File: src/design/tdct_map.svh
// Purpose: register offsets, field positions, reset values and timing counts of the timer block
// Assumes: AHB-Lite byte addresses, one aligned 32-bit word per register
// Notes: definitions only
`ifndef TDCT_MAP_SVH
`define TDCT_MAP_SVH

// ==========================================================================
// Register offsets, timer n at base n*0x20
`define TDCT_TMR_STRIDE 8'h20
`define TDCT_OFF_LOAD 8'h00
`define TDCT_OFF_VALUE 8'h04
`define TDCT_OFF_CTRL 8'h08
`define TDCT_OFF_CLEAR 8'h0C
`define TDCT_OFF_SYSCTL 8'h60
`define TDCT_OFF_IRQ_STAT 8'h64
`define TDCT_OFF_IRQ_MASK 8'h68

// ==========================================================================
// Control register fields
`define TDCT_CTRL_ENABLE 7
`define TDCT_CTRL_MODE 6

// ==========================================================================
// System control fields: timer n clock select at 2n, mode at 2n+1
`define TDCT_SYS_CLKSEL0 0
`define TDCT_SYS_MODE0 1
`define TDCT_SYS_CLKSEL1 2
`define TDCT_SYS_MODE1 3

// ==========================================================================
// Reset values
`define TDCT_RST_COUNT 16'h0000
`define TDCT_RST_WRAP 16'hFFFF

// ==========================================================================
// Timing: ref_clk 25 MHz; tick rates in Hz, divisors rounded down
`define TDCT_REF_HZ 25000000
`define TDCT_FAST_HZ 508000
`define TDCT_SLOW_HZ 2000
`define TDCT_T3_HZ 7372800
`define TDCT_DIV_FAST (`TDCT_REF_HZ / `TDCT_FAST_HZ)
`define TDCT_DIV_SLOW (`TDCT_REF_HZ / `TDCT_SLOW_HZ)
`define TDCT_DIV_T3 (`TDCT_REF_HZ / `TDCT_T3_HZ)

`endif

File: src/design/tdct_pkg.sv
// Purpose: shared types of the timer block
// Assumes: constants in tdct_map.svh
// Notes: none
package tdct_pkg;

  // ==========================================================================
  // AHB-Lite slave request
  typedef struct packed {
    logic hsel;
    logic [31:0] haddr;
    logic [1:0] htrans;
    logic hwrite;
    logic [2:0] hsize;
    logic hready;
  } tdct_ahb_req_t;

  // ==========================================================================
  // Bus access decoded in the data phase
  typedef enum logic [2:0] {
    TDCT_BUS_IDLE = 3'h1,
    TDCT_BUS_ADDR = 3'h2,
    TDCT_BUS_DATA = 3'h4
  } tdct_bus_state_t;

endpackage

File: src/design/tdct_timers.sv
// Purpose: three 16-bit down-counting timers behind an AHB-Lite slave
// Assumes: ref_clk 25 MHz; single-word transfers; response always OKAY
// Notes: zero wait states; tick sources derived from ref_clk
`timescale 1ns/100ps
`include "tdct_map.svh"

module tdct_timers (
  input wire logic ref_clk,
  input wire logic resetn,
  input wire logic hsel,
  input wire logic [31:0] haddr,
  input wire logic [1:0] htrans,
  input wire logic hwrite,
  input wire logic [2:0] hsize,
  input wire logic hready,
  input wire logic [31:0] hwdata,
  output logic [31:0] hrdata,
  output logic hreadyout,
  output logic hresp,
  output logic [2:0] timer_irq,
  output logic [2:0] tone_out,
  output logic irq
);

  // ==========================================================================
  // Reset release
  logic rst_meta_q;
  logic rst_n;

  // Asynchronous assert, synchronous release
  always_ff @(posedge ref_clk or negedge resetn)
  begin
    if (!resetn)
    begin
      rst_meta_q <= 1'b0;
      rst_n <= 1'b0;
    end
    else
    begin
      rst_meta_q <= 1'b1;
      rst_n <= rst_meta_q;
    end
  end

  // ==========================================================================
  // Bus address phase capture
  tdct_pkg::tdct_ahb_req_t req;
  logic wr_q, wr_d, rd_q, rd_d;
  logic [7:0] addr_q, addr_d;

  assign req = '{hsel, haddr, htrans, hwrite, hsize, hready};
  assign hreadyout = 1'b1; // Never stalls, so no wait logic needed
  assign hresp = 1'b0;

  // Latch a valid NONSEQ or SEQ transfer for the data phase
  always_comb
  begin
    wr_d = req.hsel && req.hready && req.htrans[1] && req.hwrite;
    rd_d = req.hsel && req.hready && req.htrans[1] && !req.hwrite;
    addr_d = (req.hsel && req.hready) ? req.haddr[7:0] : addr_q;
  end

  always_ff @(posedge ref_clk or negedge rst_n)
  begin
    if (!rst_n)
    begin
      wr_q <= 1'b0;
      rd_q <= 1'b0;
      addr_q <= 8'h00;
    end
    else
    begin
      wr_q <= wr_d;
      rd_q <= rd_d;
      addr_q <= addr_d;
    end
  end

  // ==========================================================================
  // Shared registers: system control, interrupt status and interrupt mask
  logic [3:0] sysctl_q, sysctl_d;
  logic [2:0] mask_q, mask_d;
  logic [2:0] stat_q, stat_d;
  logic [2:0] uflow;

  // System control carries clock select and mode of the first two timers
  always_comb
  begin
    sysctl_d = sysctl_q;
    mask_d = mask_q;
    if (wr_q && addr_q == `TDCT_OFF_SYSCTL)
      sysctl_d = hwdata[3:0];
    if (wr_q && addr_q == `TDCT_OFF_IRQ_MASK)
      mask_d = hwdata[2:0];
  end

  // Sticky status; a read clears, but a new underflow wins that cycle
  always_comb
  begin
    stat_d = stat_q;
    if (rd_q && addr_q == `TDCT_OFF_IRQ_STAT)
      stat_d = 3'h0;
    stat_d = stat_d | uflow;
  end

  always_ff @(posedge ref_clk or negedge rst_n)
  begin
    if (!rst_n)
    begin
      sysctl_q <= 4'h0;
      mask_q <= 3'h0;
      stat_q <= 3'h0;
    end
    else
    begin
      sysctl_q <= sysctl_d;
      mask_q <= mask_d;
      stat_q <= stat_d;
    end
  end

  assign irq = |(stat_q & mask_q);

  // ==========================================================================
  // Tick dividers: fast, slow and third-timer rates from ref_clk
  // Fast and third-timer rates run fast as divisors of 25 MHz round down (third 3 vs 3.39); slow divides exactly
  localparam logic [15:0] DIV_FAST = 16'(`TDCT_DIV_FAST);
  localparam logic [15:0] DIV_SLOW = 16'(`TDCT_DIV_SLOW);
  localparam logic [15:0] DIV_T3 = 16'(`TDCT_DIV_T3);
  logic [15:0] dfast_q, dfast_d, dslow_q, dslow_d, dt3_q, dt3_d;
  logic tick_fast, tick_slow, tick_t3;

  always_comb
  begin
    tick_fast = (dfast_q == DIV_FAST - 16'h0001);
    tick_slow = (dslow_q == DIV_SLOW - 16'h0001);
    tick_t3 = (dt3_q == DIV_T3 - 16'h0001);
    dfast_d = tick_fast ? 16'h0000 : dfast_q + 16'h0001;
    dslow_d = tick_slow ? 16'h0000 : dslow_q + 16'h0001;
    dt3_d = tick_t3 ? 16'h0000 : dt3_q + 16'h0001;
  end

  always_ff @(posedge ref_clk or negedge rst_n)
  begin
    if (!rst_n)
    begin
      dfast_q <= 16'h0000;
      dslow_q <= 16'h0000;
      dt3_q <= 16'h0000;
    end
    else
    begin
      dfast_q <= dfast_d;
      dslow_q <= dslow_d;
      dt3_q <= dt3_d;
    end
  end

  // ==========================================================================
  // Timer channels
  logic [15:0] count_q [3];
  logic [15:0] load_q [3];
  logic [7:0] ctrl_q [3];
  logic [2:0] armed_q;
  logic [2:0] pend_q;
  logic [2:0] tone_q;

  genvar gi;
  generate
    for (gi = 0; gi < 3; gi++)
    begin : g_tmr
      localparam logic [7:0] BASE = 8'(gi * `TDCT_TMR_STRIDE);
      localparam int SB = (gi < 2) ? 2 * gi : 0; // Keeps the unused third-timer select in range
      logic [15:0] count_d, load_d;
      logic [7:0] ctrl_d;
      logic armed_d, pend_d, tone_d, tick, periodic, enabled, acc;

      // Source select: first two choose fast or slow, third is fixed
      always_comb
      begin
        if (gi < 2)
        begin
          tick = sysctl_q[SB] ? tick_slow : tick_fast;
          periodic = sysctl_q[SB + 1];
          enabled = 1'b1;
        end
        else
        begin
          tick = tick_t3;
          periodic = ctrl_q[gi][`TDCT_CTRL_MODE];
          enabled = ctrl_q[gi][`TDCT_CTRL_ENABLE];
        end
      end

      // Count, load and underflow handling
      always_comb
      begin
        count_d = count_q[gi];
        load_d = load_q[gi];
        ctrl_d = ctrl_q[gi];
        armed_d = armed_q[gi];
        pend_d = pend_q[gi];
        tone_d = tone_q[gi];
        acc = 1'b0;
        uflow[gi] = 1'b0;
        if (wr_q && addr_q == BASE + `TDCT_OFF_CTRL)
          ctrl_d = hwdata[7:0];
        if (wr_q && addr_q == BASE + `TDCT_OFF_LOAD)
        begin
          load_d = hwdata[15:0];
          count_d = hwdata[15:0];
          armed_d = 1'b1;
        end
        else if (tick && armed_q[gi] && enabled)
        begin
          acc = 1'b1;
          if (count_q[gi] == 16'h0000)
          begin
            uflow[gi] = 1'b1;
            tone_d = ~tone_q[gi];
            count_d = periodic ? load_q[gi] : `TDCT_RST_WRAP;
          end
          else
            count_d = count_q[gi] - 16'h0001;
        end
        if (wr_q && addr_q == BASE + `TDCT_OFF_CLEAR)
          pend_d = 1'b0;
        if (uflow[gi])
          pend_d = 1'b1;
      end

      always_ff @(posedge ref_clk or negedge rst_n)
      begin
        if (!rst_n)
        begin
          count_q[gi] <= `TDCT_RST_COUNT;
          load_q[gi] <= `TDCT_RST_COUNT;
          ctrl_q[gi] <= 8'h00;
          armed_q[gi] <= 1'b0;
          pend_q[gi] <= 1'b0;
          tone_q[gi] <= 1'b0;
        end
        else
        begin
          count_q[gi] <= count_d;
          load_q[gi] <= load_d;
          ctrl_q[gi] <= ctrl_d;
          armed_q[gi] <= armed_d;
          pend_q[gi] <= pend_d;
          tone_q[gi] <= tone_d;
        end
      end

      // Interrupt pending rises at the edge that ends the underflow cycle
      chk_uflow_pend: assert property (@(posedge ref_clk) disable iff (!rst_n)
        uflow[gi] |=> pend_q[gi])
        else $error("pending not set after underflow");
      chk_load_now: assert property (@(posedge ref_clk) disable iff (!rst_n)
        (wr_q && addr_q == BASE + `TDCT_OFF_LOAD) |=> count_q[gi] == $past(hwdata[15:0]))
        else $error("count not loaded by data write");
      chk_wrap_ffff: assert property (@(posedge ref_clk) disable iff (!rst_n)
        (uflow[gi] && !periodic) |=> count_q[gi] == 16'hFFFF)
        else $error("free-running underflow did not wrap");
      chk_reload_val: assert property (@(posedge ref_clk) disable iff (!rst_n)
        (uflow[gi] && periodic) |=> count_q[gi] == $past(load_q[gi]))
        else $error("periodic underflow did not reload");
      chk_hold_idle: assert property (@(posedge ref_clk) disable iff (!rst_n)
        (!acc && !(wr_q && addr_q == BASE + `TDCT_OFF_LOAD)) |=> $stable(count_q[gi]))
        else $error("count moved without a tick");
      chk_clear_pend: assert property (@(posedge ref_clk) disable iff (!rst_n)
        (wr_q && addr_q == BASE + `TDCT_OFF_CLEAR && !uflow[gi]) |=> !pend_q[gi])
        else $error("clear write left interrupt pending");
    end
  endgenerate

  assign timer_irq = pend_q;
  assign tone_out = tone_q;
  // Third timer holds its count until it is both enabled and written
  chk_t3_armed: assert property (@(posedge ref_clk) disable iff (!rst_n)
    (!(armed_q[2] && ctrl_q[2][`TDCT_CTRL_ENABLE]) && !wr_q) |=> $stable(count_q[2]))
    else $error("third timer counted while idle");

  // ==========================================================================
  // Read data, registered in the address phase for a zero-wait answer
  logic [31:0] rdata_q, rdata_d;
  logic [1:0] tsel;

  always_comb
  begin
    rdata_d = 32'h0000_0000;
    tsel = 2'(haddr[6:5]);
    if (hsel && hready && htrans[1] && !hwrite)
    begin
      if (haddr[7:0] == `TDCT_OFF_SYSCTL)
        rdata_d = {28'h0, sysctl_q};
      else if (haddr[7:0] == `TDCT_OFF_IRQ_STAT)
        rdata_d = {29'h0, stat_d};
      else if (haddr[7:0] == `TDCT_OFF_IRQ_MASK)
        rdata_d = {29'h0, mask_q};
      else if (tsel != 2'h3)
        case (haddr[4:0])
          5'(`TDCT_OFF_LOAD): rdata_d = {16'h0, load_q[tsel]};
          5'(`TDCT_OFF_VALUE): rdata_d = {16'h0, count_q[tsel]};
          5'(`TDCT_OFF_CTRL): rdata_d = {24'h0, ctrl_q[tsel]};
          default: rdata_d = 32'h0000_0000;
        endcase
    end
  end

  always_ff @(posedge ref_clk or negedge rst_n)
  begin
    if (!rst_n)
      rdata_q <= 32'h0000_0000;
    else
      rdata_q <= rdata_d;
  end

  assign hrdata = rdata_q;
  // A status read empties the sticky bits unless an underflow lands then
  chk_status_read: assert property (@(posedge ref_clk) disable iff (!rst_n)
    (rd_q && addr_q == `TDCT_OFF_IRQ_STAT && uflow == 3'h0) |=> stat_q == 3'h0)
    else $error("status read did not clear");
endmodule

File: config.mk
export PLATFORM = sky130hd
export DESIGN_NAME = tdct_timers
export DESIGN_NICKNAME = d
export VERILOG_FILES = /design/src/design/tdct_pkg.sv /design/src/design/tdct_timers.sv
export VERILOG_INCLUDE_DIRS = /design/src /design/src/design
export SDC_FILE = /design/constraint.sdc
export NUM_CORES = 1
export LEC_CHECK = 0
export ABC_CLOCK_PERIOD_IN_PS = 19270
export BUFFER_PORTS_ARGS = -buffer_cell sky130_fd_sc_hd__buf_2
export CAP_MARGIN = 15
export CORE_ASPECT_RATIO = 2
export CORE_UTILIZATION = 45
export DETAILED_ROUTE_END_ITERATION = 10
export GPL_TIMING_DRIVEN = 0
export PLACE_DENSITY = 0.74
export SYNTH_ARGS = -nofsm -noshare
export SYNTH_HDL_FRONTEND = slang
export SYNTH_SLANG_ARGS = --single-unit
File: constraint.sdc
create_clock -name ref_clk -period 19.27 [get_ports ref_clk]
set_input_delay 5.781 -clock ref_clk [delete_from_list [all_inputs] [get_ports ref_clk]]
set_output_delay 5.781 -clock ref_clk [all_outputs]
set_load 0.01 [all_outputs]
# == Word level (Yosys, flattened, before mapping) ==
# Cells that the tools add are included.
# word_totals
regBits,231
input_bits,74
output_inout_bits,41
elab_cells,150
# classes
add_sub_neg,6
magnitude_cmp,1
n_eq_ne,20
n_mux,48
bitwise,9
n_reduce_logical,36
# ops
operator,count
16-bit 2-to-1 mux,24
"8-bit by 7-bit == test with 1-bit output, second input constant",9
16-bit binary-select mux with 2-bit select,2
"16-bit by 1-bit adder with 16-bit output, second input constant",3
16-bit zero test,3
16-bit one-hot mux with 3 select lines,1
"16-bit by 1-bit subtractor with 16-bit output, second input constant",3
"8-bit by 6-bit == test with 1-bit output, second input constant",3
1-bit logical AND,20
1-bit 2-to-1 mux,17
8-bit binary-select mux with 2-bit select,1
"16-bit by 14-bit == test with 1-bit output, second input constant",1
"16-bit by 2-bit == test with 1-bit output, second input constant",1
"16-bit by 6-bit == test with 1-bit output, second input constant",1
"8-bit by 4-bit == test with 1-bit output, second input constant",2
8-bit 2-to-1 mux,2
2-bit nonzero test,6
3-bit AND reduction,3
8-bit zero test,1
1-bit inverter,6
"5-bit by 3-bit == test with 1-bit output, second input constant",1
"5-bit by 4-bit == test with 1-bit output, second input constant",1
5-bit zero test,1
3-bit bitwise AND,1
7 further kinds,7

# == Longest topological paths before layout ==
# logic_depth
depth_word,10
ltp_mapped,10
ltp_nobuf,8

# == Worst setup path before layout ==
# OpenSTA, ideal clock, no wires.
# synth_timing
path_type,input -> register
startpoint,input haddr[1]
endpoint,"register rdata_q[0], in the netlist hrdata[0]"
setup_time_ns,0.130
arrival_time_ns,7.258
required_time_ns,19.140
setup_slack_ns,11.882
stages,7
n_path_buf,1
path_cell_list,or2_1 > buf_2 > nor4_2 > nand4_1 > o21ai_0 > a31o_2 > o32ai_1
# synth_between
elab_chain_len,7
elab_cells_between_ends,12
cone_classes,eq/ne: 5; mux: 6; reduce/logical: 1
# synth_lines
element,line_no,text
from (decl),tdct_timers.sv:11,"input wire logic [31:0] haddr,"
"5-bit by 4-bit == test with 1-bit output, or another cell as far along",tdct_timers.sv:301,case (haddr[4:0])
16-bit one-hot mux with 3 select lines,tdct_timers.sv:301,
16-bit 2-to-1 mux,tdct_timers.sv:300,else if (tsel != 2'h3)
16-bit 2-to-1 mux,tdct_timers.sv:298,else if (haddr[7:0] == `TDCT_OFF_IRQ_MASK)
16-bit 2-to-1 mux,tdct_timers.sv:296,else if (haddr[7:0] == `TDCT_OFF_IRQ_STAT)
16-bit 2-to-1 mux (*),tdct_timers.sv:294,if (haddr[7:0] == `TDCT_OFF_SYSCTL)
16-bit 2-to-1 mux (*),tdct_timers.sv:292,if (hsel && hready && htrans[1] && !hwrite)
named net rdata_d[0],tdct_timers.sv:285,"logic [31:0] rdata_q, rdata_d;"
to (signal assigned),tdct_timers.sv:315,rdata_q <= rdata_d;
to (decl),tdct_timers.sv:285,
# The timed path passes the listed nets; every way through them passes the cells marked *.
# A chain may end at the register's enable or synchronous reset.

# == Worst setup path in the final report ==
# Same ends and word-level chain as after synthesis.

==> results by group <==
Timing
  • Min Clock Period, post-route: 7790 ps
  • Worst-Margin Slew: 1160 ps
  • Total negative setup slack: 0 ps
  • Final critical-path share of the clock period: 40.4%
  • Count of final hold-check violations: 0
  • Slew Limit Headroom: 22.0%
  • Maximum clock frequency: 0.128 GHz
  • Final number of setup-violating endpoints: 0
  • Fin Clk Skew: 24.2 ps
  • Pins Over Slew Limit: 0
  • Unrepaired setup endpoints after global routing: false

Die
  • Placement Rows: 82
  • Die width: 115 um
  • I/O pin count: 115
  • Placeable Area: 0.0250 sq mm
  • Floorplan die height: 227 um
  • Initial Util: 45.6%
  • Die area: 0.0261 sq mm

Global routing
  • GR Util met3: 3.33%
  • Global route total overflow: 0
  • GR peak layer: met2
  • Grt met1 use: 27.1%
  • GRT Resource Usage Total: 28.1%
  • First-pass GRT wire length: 54500 um
  • Global Route met2 Usage: 50.9%
  • Via count of the first global-routing pass: 10036
  • Initial antenna violation count: 0
  • Largest net degree at the start of global routing: 71

Final layout
  • Area of combinational cells with multiple inputs: 0.00564 sq mm
  • Most used cells in the layout excluding fill and tap cells: sky130_fd_sc_hd__dfrtp_1, sky130_fd_sc_hd__nand2_1, sky130_fd_sc_hd__nor2_1
  • Share of post-route cells with drive strength above 1: 15.0%
  • Final design instance area without fill: 0.0130 sq mm
  • Layout-stage area growth over the synthesis result: 13.7%
  • Most common library cell in the layout ignoring fill and taps: sky130_fd_sc_hd__dfrtp_1
  • Area of all sequential standard cells: 0.00538 sq mm
  • Number of antenna diodes: 0
  • Layout Nets: 1379
  • Layout filler cell count: 2341

Clock tree
  • Deepest level of the CTS H-tree: 1
  • Clock latency reported for the late side of the worst-skew pair: 530 ps
  • Total clock sinks: 215
  • Buffers from clock root to sink, at most: 3
  • CTS resizes: 0
  • Clock edge transition at the registers on the reported setup and hold paths: 70 ps
  • CTS tree: yes
  • Number of buffers created by CTS: 22
  • Number of buffers inserted to repair setup after CTS: 0
  • Post-CTS Hold Buffers: 0
  • Library cell used as clock root buffer: sky130_fd_sc_hd__clkbuf_16

Synthesis
  • Number of synthesized register bits: 215
  • Post-synth EDFFs: 0
  • Mapped cell area: 0.0114 sq mm
  • Register area share after synthesis: 47.1%
  • Post-synth cell types: 79
  • Most used DFF post-synth: sky130_fd_sc_hd__dfrtp_1
  • Avg Cell Area, Syn: 9.50 sq um
  • Post-synthesis cell count: 1203
  • Post-synth ARST share: 100%
  • Count of yosys warnings during synthesis: 0

Worst setup path
  • Highest fanout seen on the critical path: 10
  • Type of the worst setup path: primary input to flip-flop
  • Required time of the worst setup path: 19650 ps
  • Setup crit start kind: primary input
  • CP arrival: 8170 ps
  • Category of the worst setup path capture point: flip-flop

Drt
  • Via count: 9776
  • Antenna viol nets, final: 0
  • Number of detailed-route iterations in the first pass: 5
  • DRC violation total after the first TritonRoute iteration: 696
  • Number of design rule violations left after detail routing: 0
  • Mean routed wirelength per cell: 21.5 um
  • Avg Vias per Cell: 5.94
  • Detailed-route wire length: 35500 um

Placement
  • Sum of net half-perimeters after detailed placement: 26700 um
  • Number of I/O port buffers: 48
  • Routability congestion estimate: 0.985
  • Cell Area, Placed: 0.0122 sq mm

Pwr
  • Leakage power of the design: 5.59 nW
  • Maximum vdd drop: 0.0476 mV
  • Power density relative to cell area: 82.3 mW/mm^2

Run status
  • Result of the run: finished, final reports clean

Job
  • Count of max-cap constraint violations: 0

Min path
  • Worst min-delay path category: flip-flop to async pin
## critical path: stages
cell	delay (ps)
sky130_fd_sc_hd__buf_2	130
sky130_fd_sc_hd__or2_1	220
sky130_fd_sc_hd__buf_2	190
sky130_fd_sc_hd__nor4_2	880
sky130_fd_sc_hd__nand4_1	370
sky130_fd_sc_hd__o21ai_0	340
sky130_fd_sc_hd__a31o_2	150
sky130_fd_sc_hd__o32ai_1	100
## layout make-up
| class | count | share of cell area, % |
|---|---|---|
| buffer | 73 | 2.81 |
| timing repair buffer | 51 | 2.48 |
| tap | 336 | 3.23 |
| clock inverter | 8 | 0.915 |
| clock buffer | 32 | 4.92 |
| multi-input combinational | 903 | 43.4 |
| sequential | 215 | 41.4 |
| inverter | 29 | 0.838 |
## cells by family after synthesis
kind of cell,Yosys count,synth area share (%)
compound gates,232,13.7
xor+xnor,55,4.22
fa+ha+maj,10,1.09
buf+inv,102,4.15
flops,215,47.1
mux,85,8.33
other cells,2,0.0657
simple gates,502,21.4
## state kept, by name, summed over array words and instances, names as in the netlist, 4 cells and up
register / count
count_q: 48
load_q: 48
ctrl_q: 24
dfast_q: 16
dslow_q: 16
dt3_q: 16
hrdata: 16
addr_q: 8
sysctl_q: 4
## worst paths after layout
kind	from	to	slack, ps	cells past startpoint
setup reg to reg	count_q[0]	hrdata[2]	16330	8
max in group asynchronous	resetn	rst_n	14130	1
hold reg to reg	rst_n	addr_q[1]	240	0
hold / removal	rst_n	addr_q[1]	240	0
min in group ref_clk	rst_meta_q	rst_n	350	0
setup / recovery	haddr[1]	hrdata[0]	11480	8
## layer usage
layer,vias to the layer above,wire [um]
met5,-,0
met4,0,3500
met3,187,1700
met2,413,18600
met1,4736,11600
li1,4440,-
## where the power goes
group	internal, mW	switching (mW)
clock network	0.271	0.184
registers	0.475	0.0302
logic	0.0436	0.0650
total	0.790	0.279
## metrics by stage
step                setup slack [ps]  power [mW]  hold WS [ps]  utilization [%]  std cells
floorplan                      11880       0.578           331                -       1220
global placement               10450       0.614           337             48.5       1604
detailed placement             10950       0.620           253             48.9       1607
CTS                            11510        1.07           256             51.9       1647
global route                   11350        1.11           285             51.9       1647
finish                         11480        1.07           237             51.9       1647
## cells in the mapped netlist (all sizes together), types with 26 or more instances
cell | instances | share of area [%]
o21ai | 50 | 2.2
nor3 | 26 | 1.3
inv | 28 | 0.92
clkbuf | 35 | 1.1
mux2i | 31 | 2.7
nand3 | 55 | 2.4
nand2 | 204 | 6.7
a21oi | 56 | 2.5
dfrtp | 215 | 47
buf | 38 | 2.0
mux2 | 51 | 5.0
xnor2 | 39 | 3.0
nor2 | 102 | 3.5
Note: power is estimated with default switching activity, not from simulation.
